==> src/bssp_defines.svh <==
// Offsets, field positions, reset values and timing counts of the buck sequencer
`ifndef BSSP_DEFINES_SVH
`define BSSP_DEFINES_SVH

// ==================================================
// Register map
`define BSSP_CTRL_OFS 32'h0000_0000
`define BSSP_STAT_OFS 32'h0000_0004

// ==================================================
// Control fields
`define BSSP_CTRL_ON_LSB 0
`define BSSP_CTRL_OFF_LSB 8

// ==================================================
// Status fields
`define BSSP_STAT_EXT 0
`define BSSP_STAT_POK 1
`define BSSP_STAT_EN 2
`define BSSP_STAT_WIN 3
`define BSSP_STAT_ST_LSB 4
`define BSSP_STAT_PGC_LSB 8

// ==================================================
// Reset values of the minimum on and off counts
`define BSSP_MIN_ON_RST 8
`define BSSP_MIN_OFF_RST 8

// ==================================================
// Timing
`define BSSP_CLK_HZ 125000000
`define BSSP_OSC_HI_HZ 1000000
`define BSSP_OSC_LO_HZ 500000
`define BSSP_SYNC_MIN_HZ 100000
`define BSSP_PER_HI (`BSSP_CLK_HZ / `BSSP_OSC_HI_HZ)
`define BSSP_PER_LO (`BSSP_CLK_HZ / `BSSP_OSC_LO_HZ)
`define BSSP_SYNC_LOSS (2 * (`BSSP_CLK_HZ / `BSSP_SYNC_MIN_HZ))
`define BSSP_PG_COUNT 64

`endif

==> src/bssp_pkg.sv <==
// Types shared by the buck sequencer
package bssp_pkg;

   typedef enum logic [2:0] {
      BSSP_IDLE = 3'b000,
      BSSP_MINOFF = 3'b001,
      BSSP_MINON = 3'b011,
      BSSP_HSON = 3'b010,
      BSSP_LSON = 3'b110
   } bssp_st_t;

   typedef struct packed {
      logic hsel;
      logic [31:0] haddr;
      logic [1:0] htrans;
      logic hwrite;
      logic [2:0] hsize;
      logic [31:0] hwdata;
      logic hready;
   } bssp_ahb_req_t;

   typedef struct packed {
      logic [31:0] hrdata;
      logic hreadyout;
      logic hresp;
   } bssp_ahb_rsp_t;

   typedef struct packed {
      logic hs_on;
      logic ls_on;
      logic out_hiz;
      logic ramp_reset;
      logic ss_discharge;
      logic use_ext_resistor;
   } bssp_pwr_t;

   typedef struct packed {
      bssp_st_t st;
      logic [7:0] tmr;
      logic [11:0] div;
      logic ref_clk;
      logic sync_prev;
      logic [11:0] loss;
      logic ext;
      logic [6:0] pg_cnt;
      logic pok;
      logic [7:0] min_on;
      logic [7:0] min_off;
      logic wr_pend;
      logic [31:0] wr_addr;
      logic [31:0] rdata;
      bssp_pwr_t pwr;
   } bssp_state_t;

endpackage

==> src/bssp_core.sv <==
// Buck switch sequencer with power-good qualification and AHB-Lite registers
`timescale 1ns/1ps
`include "bssp_defines.svh"

module bssp_core #(
   parameter logic [7:0] MIN_ON_CYC = 8'(`BSSP_MIN_ON_RST),
   parameter logic [7:0] MIN_OFF_CYC = 8'(`BSSP_MIN_OFF_RST)
) (
   input wire logic hclk,
   input wire logic hresetn,
   input wire bssp_pkg::bssp_ahb_req_t ahb_req,
   output bssp_pkg::bssp_ahb_rsp_t ahb_rsp,
   input wire logic sync_in,
   input wire logic shutdown_low_input,
   input wire logic undervoltage_lockout,
   input wire logic sense_resistor_select,
   input wire logic current_at_threshold,
   input wire logic feedback_in_window,
   output bssp_pkg::bssp_pwr_t pwr,
   output logic inverted_clock_output,
   output logic inverted_clock_oe_n,
   output logic power_ok_flag,
   output logic power_ok_flag_oe_n
);

   // ==================================================
   // State and working signals
   bssp_pkg::bssp_state_t s_q;
   bssp_pkg::bssp_state_t s_d;
   logic en;
   logic fall;
   logic addr_ok;
   logic [11:0] per;
   logic [31:0] rd;

   // ==================================================
   // Next state
   always_comb begin
      s_d = s_q;
      rd = 32'h0000_0000;
      en = shutdown_low_input & ~undervoltage_lockout;

      // Internal oscillator rate from the sync level
      per = sync_in ? 12'(`BSSP_PER_HI) : 12'(`BSSP_PER_LO);
      s_d.div = (s_q.div >= per - 12'h001) ? 12'h000 : s_q.div + 12'h001;

      // A toggling sync input takes over as reference
      s_d.sync_prev = sync_in;
      if (sync_in != s_q.sync_prev) begin
         s_d.loss = 12'h000;
         s_d.ext = 1'b1;
      end else if (s_q.loss >= 12'(`BSSP_SYNC_LOSS) - 12'h001) begin
         s_d.ext = 1'b0;
      end else begin
         s_d.loss = s_q.loss + 12'h001;
      end
      s_d.ref_clk = s_q.ext ? sync_in : (s_q.div < (per >> 1));
      fall = s_q.ref_clk & ~s_d.ref_clk;

      // Switch sequencer
      if (!en) begin
         s_d.st = bssp_pkg::BSSP_IDLE;
         s_d.tmr = 8'h00;
      end else if (fall) begin
         s_d.st = bssp_pkg::BSSP_MINOFF;
         s_d.tmr = s_q.min_off;
      end else begin
         case (s_q.st)
            bssp_pkg::BSSP_IDLE: begin
               s_d.st = bssp_pkg::BSSP_LSON;
            end
            bssp_pkg::BSSP_MINOFF: begin
               if (s_q.tmr <= 8'h01) begin
                  s_d.st = bssp_pkg::BSSP_MINON;
                  s_d.tmr = s_q.min_on;
               end else begin
                  s_d.tmr = s_q.tmr - 8'h01;
               end
            end
            bssp_pkg::BSSP_MINON: begin
               if (s_q.tmr <= 8'h01) begin
                  s_d.st = bssp_pkg::BSSP_HSON;
               end else begin
                  s_d.tmr = s_q.tmr - 8'h01;
               end
            end
            bssp_pkg::BSSP_HSON: begin
               if (current_at_threshold) begin
                  s_d.st = bssp_pkg::BSSP_LSON;
               end
            end
            bssp_pkg::BSSP_LSON: begin
               s_d.st = bssp_pkg::BSSP_LSON;
            end
            default: begin
               s_d.st = bssp_pkg::BSSP_IDLE;
            end
         endcase
      end

      // Switch controls follow the next state; soft-start discharge and resistor select follow their inputs
      s_d.pwr.hs_on = (s_d.st == bssp_pkg::BSSP_MINON) || (s_d.st == bssp_pkg::BSSP_HSON);
      s_d.pwr.ls_on = (s_d.st == bssp_pkg::BSSP_MINOFF) || (s_d.st == bssp_pkg::BSSP_LSON);
      s_d.pwr.out_hiz = (s_d.st == bssp_pkg::BSSP_IDLE);
      s_d.pwr.ramp_reset = s_d.pwr.ls_on;
      s_d.pwr.ss_discharge = ~shutdown_low_input;
      s_d.pwr.use_ext_resistor = sense_resistor_select;

      // Power-ok qualification; agreement between flag and window clears the count
      if (!en) begin
         s_d.pg_cnt = 7'h00;
         s_d.pok = 1'b0;
      end else if (s_q.pok == feedback_in_window) begin
         s_d.pg_cnt = 7'h00;
      end else if (fall) begin
         if (s_q.pg_cnt >= 7'(`BSSP_PG_COUNT) - 7'h01) begin
            s_d.pg_cnt = 7'h00;
            s_d.pok = ~s_q.pok;
         end else begin
            s_d.pg_cnt = s_q.pg_cnt + 7'h01;
         end
      end

      // Bus write lands in its data phase
      if (s_q.wr_pend && (s_q.wr_addr == `BSSP_CTRL_OFS)) begin
         s_d.min_on = ahb_req.hwdata[`BSSP_CTRL_ON_LSB +: 8];
         s_d.min_off = ahb_req.hwdata[`BSSP_CTRL_OFF_LSB +: 8];
      end

      // Bus address phase
      addr_ok = ahb_req.hsel & ahb_req.htrans[1] & ahb_req.hready
         & (ahb_req.hsize == 3'b010);
      s_d.wr_pend = addr_ok & ahb_req.hwrite;
      s_d.wr_addr = ahb_req.haddr;
      if (ahb_req.haddr == `BSSP_CTRL_OFS) begin
         rd[`BSSP_CTRL_ON_LSB +: 8] = s_d.min_on;
         rd[`BSSP_CTRL_OFF_LSB +: 8] = s_d.min_off;
      end else if (ahb_req.haddr == `BSSP_STAT_OFS) begin
         rd[`BSSP_STAT_EXT] = s_q.ext;
         rd[`BSSP_STAT_POK] = s_q.pok;
         rd[`BSSP_STAT_EN] = en;
         rd[`BSSP_STAT_WIN] = feedback_in_window;
         rd[`BSSP_STAT_ST_LSB +: 3] = s_q.st;
         rd[`BSSP_STAT_PGC_LSB +: 7] = s_q.pg_cnt;
      end
      if (addr_ok && !ahb_req.hwrite) begin
         s_d.rdata = rd;
      end
   end

   // ==================================================
   // State register
   always_ff @(posedge hclk or negedge hresetn) begin
      if (!hresetn) begin
         s_q <= '0;
         s_q.st <= bssp_pkg::BSSP_IDLE;
         s_q.min_on <= MIN_ON_CYC;
         s_q.min_off <= MIN_OFF_CYC;
         s_q.sync_prev <= 1'b1;
         s_q.pwr.out_hiz <= 1'b1;
         s_q.pwr.ss_discharge <= 1'b1;
      end else begin
         s_q <= s_d;
      end
   end

   // ==================================================
   // Outputs
   assign ahb_rsp = '{hrdata: s_q.rdata, hreadyout: 1'b1, hresp: 1'b0};
   assign pwr = s_q.pwr;
   // Pin pulled low while the reference is high
   assign inverted_clock_output = 1'b0;
   assign inverted_clock_oe_n = ~s_q.ref_clk;
   // Pin released when power is good
   assign power_ok_flag = 1'b0;
   assign power_ok_flag_oe_n = s_q.pok;
endmodule // bssp_core

==> config.mk <==
export PLATFORM = sky130hd
export DESIGN_NAME = bssp_core
export DESIGN_NICKNAME = d
export VERILOG_FILES = /design/src/bssp_pkg.sv /design/src/bssp_core.sv
export VERILOG_INCLUDE_DIRS = /design/src
export SDC_FILE = /design/constraint.sdc
export NUM_CORES = 1
export LEC_CHECK = 0
export ABC_CLOCK_PERIOD_IN_PS = 4860
export BUFFER_PORTS_ARGS = -buffer_cell sky130_fd_sc_hd__buf_2
export CAP_MARGIN = 30
export CORE_MARGIN = 2
export CORE_UTILIZATION = 45
export CTS_CLUSTER_SIZE = 40
export DETAILED_ROUTE_END_ITERATION = 16
export PLACE_DENSITY_LB_ADDON = 0.25
export SETUP_SLACK_MARGIN = 0.5
export SLEW_MARGIN = 30
export SYNTH_ARGS = -nofsm -noshare
export SYNTH_HDL_FRONTEND = slang
export SYNTH_SLANG_ARGS = --single-unit
==> constraint.sdc <==
create_clock -name hclk -period 4.86 [get_ports hclk]
set_input_delay 0.243 -clock hclk [delete_from_list [all_inputs] [get_ports hclk]]
set_output_delay 0.243 -clock hclk [all_outputs]
set_load 0.02 [all_outputs]
After elaboration in Yosys (flattened, before gate mapping). Cells that the tools add are included. Widths: inputs -> output; s select.

Register bits after elaboration: 116. Input bits: 80. Output and inout port bits: 44. Logic and storage cells: 100.

$add $sub $neg: 5. $lt $le $gt $ge: 5. Equal/unequal tests: 19. Mux-type cells: 28. Bitwise operators: 11. Reductions and logical operators: 13.

Operators with widths (number): $logic_not 32->1 (2); $mux 7 (6); $mux 8 (5); $eq 32x3->1 const B (1); $add 12x1->12 const B (2); $mux 12 (2); $mux 11 (2); $mux 16 (1); $pmux 8 s2 (1); $eq 3x2->1 const B (5); $mux 13 (1); $ge 12x12->1 (1); $ge 12x12->1 const B (1); $lt 12x7->1 (1); $pmux 3 s4 (1); $mux 3 (3); $sub 8x1->9 const B (1); $le 8x1->1 const B (1); $sub 8x1->8 const B (1); $add 7x1->7 const B (1); $ge 7x6->1 const B (1); $and 1x1->1 (6); $eq 3x1->1 const B (2); $eq 3x3->1 const B (2); 17 further kinds (31).

Logic depth before layout (Yosys ltp).
Depth in word-level cells: 9. Mapped depth: 8.

Worst setup path before layout. Ideal clock, no wire load.

Path kind: register to register. Start: register s_q[125] (netlist bit). End: register s_q[127] (netlist bit). Setup time: 0.129 ns. Arrival: 2.008 ns. Data required time: 4.731 ns. Setup slack: 2.724 ns. Stages on the path, launching flop included: 8. Clock period less this slack: 2.136 ns. Path through: dfrtp_1 or4_1 buf_2 or3_1 buf_2 o32a_1 o311ai_1 a21oi_1.

Word-level cells in the longest chain between the ends: 5.

Ends and longest elaborated chain: from (decl) (line bssp_core.sv:28) `bssp_pkg::bssp_state_t s_q;`; $sub 8x1->8 / $le 8x1->1 (equally long branches); $mux 8 (on tied branches) (line bssp_core.sv:81, bssp_core.sv:73); $pmux 8 s2 (line bssp_core.sv:68) `case (s_q.st)`; $mux 11 (line bssp_core.sv:64) `end else if (fall) begin`; $mux 11 (line bssp_core.sv:61) `if (!en) begin`.

Several ways; a longest one is shown, not always the timed one. The select of a mux whose other input is x is not followed. A chain may end at the register's enable or synchronous reset.

Worst setup path in the final report.
Start: input ahb_req[69] (netlist bit). End: register s_q, in the netlist ahb_rsp[2].

Word-level cells in the longest chain between the ends: 3.

Ends and longest elaborated chain: from (decl) (line bssp_core.sv:11) `input wire bssp_pkg::bssp_ahb_req_t ahb_req,`; $eq 32x3->1 (no source line); $mux 7 (line bssp_core.sv:138) `` end else if (ahb_req.haddr == `BSSP_STAT_OFS) begin ``; $mux 7 (*) (line bssp_core.sv:135) `` if (ahb_req.haddr == `BSSP_CTRL_OFS) begin ``.

Every way passes the cells marked *; elsewhere a longest branch is shown, timed or not.

==> metrics.log <==
INFO  metric run_status = complete, no violations
INFO  metric rsz0062_at_grt = false
INFO  metric synthesis.area_per_instance = 10.5 um2
INFO  metric die_h = 114 um
INFO  metric clock_sinks = 116
INFO  metric clkLatencyLatePin = 400 ps
INFO  metric maxSlewViolCount = 0
INFO  metric setup_viol = 0
INFO  metric skew = between 10 and 15 ps
INFO  metric cellPowerDensity = 364 nW/um2
INFO  metric yosysTopAreaCell = sky130_fd_sc_hd__dfrtp_1
INFO  metric antenna_cells = 0
INFO  metric timing.setup.critical_path_class = in -> reg
INFO  metric grt_pass1_vias = around 4200
INFO  metric placed_cells_incl_taps = just over 700
INFO  metric timing.final.hold_violations = 0
INFO  metric share_of_cells_above_drive_strength_1 = 20.7%
INFO  metric arrival = 2820 ps
INFO  metric finalSetupTns = 0 ps
INFO  metric total_leakage_power = between 3 and 4 nW
INFO  metric post-cts-setup-buffers = 0
INFO  metric layout.cells.non_filler = a little under 800
INFO  metric fmax = 398 MHz
INFO  metric initial_utilization = 45.6%
INFO  metric htree_levels = 4
INFO  metric share_of_flip_flops_with_an_asynchronous_set_or_reset = 100%
INFO  metric clk_path_buf_depth = 2
INFO  metric ys_ff_latch = roughly 120
INFO  metric yosys.cell_count.top_type = sky130_fd_sc_hd__dfrtp_1
INFO  metric critical_path.endpoint_type = register
INFO  metric track_usage = a little over a fifth
INFO  metric cts.repair.resized = 0
INFO  metric yosysWarningCount = 0
INFO  metric worstPathRequired = 5160 ps
INFO  metric synth.top_cell.area_share = 51.4%
INFO  metric totalPowerFinal = approximately 2.4 mW
INFO  metric remaining_drc_errors = 0
INFO  metric finalNetCount = a little over 700
INFO  metric port_buffers = 86
INFO  metric wl_per_cell = ~16 um
INFO  metric synthTopCellsByCount = sky130_fd_sc_hd__dfrtp_1 (111), sky130_fd_sc_hd__nor2_1 (50), sky130_fd_sc_hd__buf_4 (42)
INFO  metric setup.worst_path.start_class = input port
INFO  metric clock_transition_time_at_the_flip_flop_clock_pins_of_the_worst_setup_and_hold_paths = 50 ps
INFO  metric finalCriticalPeriod = around 2500 ps
INFO  metric ys_types = 63
INFO  metric post-dp-hpwl = 8.28 mm
INFO  metric coreArea = 11900 um2
INFO  metric area_overhead_vs_synth = 22.7%
INFO  metric synth_area = 5410 um2
INFO  metric post_synth_main_area_contributors = sky130_fd_sc_hd__dfrtp_1 (51%), sky130_fd_sc_hd__buf_4 (5.8%), sky130_fd_sc_hd__nor2_1 (3.5%), sky130_fd_sc_hd__mux2i_1 (3.1%), sky130_fd_sc_hd__dfstp_2 (2.4%)
INFO  metric numCtsBuffers = 17
INFO  metric peakVddDrop = around 0.00026 V
INFO  metric worst_slew_pin_slew = roughly 760 ps
INFO  metric route.detailed.vias_per_inst = 5.40
INFO  metric worst_hold_path_type = in -> reg
INFO  metric hold_buffers = 33
INFO  metric timing.max_slew.rel_slack = between 40 and 50%
INFO  metric ys.flop_type = sky130_fd_sc_hd__dfrtp_1
INFO  metric drv.max_cap_violation_count = 0
INFO  metric synth-edff-count = 0
INFO  metric ant_nets = 0
INFO  metric routed_wl = approximately 13 mm
INFO  metric grt_pass1_wl = 21.0 mm
INFO  metric yosysSeqAreaShare = between 50% and 60%
INFO  metric clockRootBuffer = sky130_fd_sc_hd__clkbuf_16
INFO  metric floorplan.die_area = 12900 um2
INFO  metric cts_tree = yes
INFO  metric dr_total_vias = 4212
INFO  metric place_congestion = between 0.8 and 0.9
INFO  metric timing.final.crit_share = 51.7%
INFO  metric netlist_instances = 513
INFO  metric timing.critical_path.fanout_max = 17
INFO  metric top_ports = 124
INFO  metric fp.dieW = 114 um
INFO  metric maximum_number_of_pins_on_one_net_before_global_route_repair = 75
INFO  metric dr.pass1.iters = 4
INFO  metric drt_first_iter_violations = 270
INFO  metric overflow = 0
INFO  metric number_of_antenna_violations_at_the_first_check_in_global_routing = 0
INFO  metric row_count = 40
## per-stage QoR
stage / utilization [%] / setup slack, ps / area (um2) / hold slack [ps]
3_3_place_gp: 48.5 / 2610 / 5760 / 355
2_1_floorplan: - / 2720 / 5490 / -52.6
6_report: 55.9 / 2350 / 6630 / 30.4
5_1_grt: 55.9 / 2240 / 6630 / 5.18
4_1_cts: 55.8 / 2490 / 6620 / 2.40
3_5_place_dp: 48.5 / 2550 / 5760 / 358
## routing by layer
layer	wire length (um)	GRT usage (%)	vias to the layer above
met2	6340	34.5	113
met5	0	0	-
li1	-	-	1991
met3	610	6.70	28
met4	363	8.70	0
met1	5290	25.9	2080
## area by class of cell
cell class / instances / area [um2]
fill: 1007 / 5230
sequential: 116 / 2910
multi-input combinational: 336 / 2110
timing repair buffer: 124 / 807
clock buffer: 27 / 503
tap: 147 / 184
inverter: 25 / 93.8
clock inverter: 5 / 27.5
## worst paths after layout
check | from | to | slack, ps | depth (start not counted)
worst min-delay path | sync_in | s_q[108] | 30 | 1
worst max register to register | s_q[121] | s_q[131] | 2540 | 5
min in group asynchronous | hresetn | s_q[59] | 430 | 2
worst min register to register | s_q[110] | s_q[110] | 490 | 1
max in group asynchronous | hresetn | s_q[119] | 3410 | 3
worst max-delay path | ahb_req[69] | ahb_rsp[2] | 2350 | 8
## registers in the layout (all words and copies together), names as in the netlist
signal / count
s_q: 94
power_ok_flag_oe_n: 1
ahb_rsp: 16
pwr: 5
## cell families after synthesis
kind of cell,count (synthesis),synth area share [%]
compound gates,109,13.5
xor+xnor,19,3.08
fa+ha+maj,10,2.31
buf+inv,82,8.68
flops,116,53.8
mux,19,3.56
other cells,2,0.139
simple gates,156,14.9
## worst max-delay path: stages
cell	delay [ps]
sky130_fd_sc_hd__dlygate4sd3_1	540
sky130_fd_sc_hd__buf_2	130
sky130_fd_sc_hd__nor4_1	390
sky130_fd_sc_hd__nand4_1	210
sky130_fd_sc_hd__nor2_1	190
sky130_fd_sc_hd__buf_4	260
sky130_fd_sc_hd__nand3b_1	470
sky130_fd_sc_hd__o22ai_1	370
## power by group
group          leakage (nW)  switching [mW]  internal, mW
Clock                 0.261           0.405         0.701
Combinational          1.41           0.159         0.100
Sequential             1.49          0.0297          1.02
Total                  3.16           0.594          1.82
## layout by cell type (no fill, tap or decap), drive strengths merged, types with 3 or more instances in the layout
| cell type | n |
|---|---|
| o31ai | 4 |
| dfrtp | 111 |
| conb | 23 |
| nor2 | 51 |
| dfstp | 5 |
| xor2 | 10 |
| nor3 | 8 |
| o211ai | 5 |
| o22ai | 15 |
| dlygate4sd3 | 34 |
| ha | 10 |
| or3 | 3 |
| a211oi | 3 |
| nand2b | 10 |
| nor4 | 15 |
| o21ai | 23 |
| and2 | 4 |
| nand2 | 24 |
| and4 | 3 |
| a21oi | 17 |
| mux2i | 17 |
| xnor2 | 9 |
| nor2b | 5 |
| a31oi | 16 |
| and3 | 4 |
| inv | 25 |
| nand4 | 6 |
| nand3 | 14 |
| a21o | 3 |
| buf | 90 |
| clkinv | 4 |
| clkbuf | 27 |
Note: power is estimated with default switching activity, not from simulation.
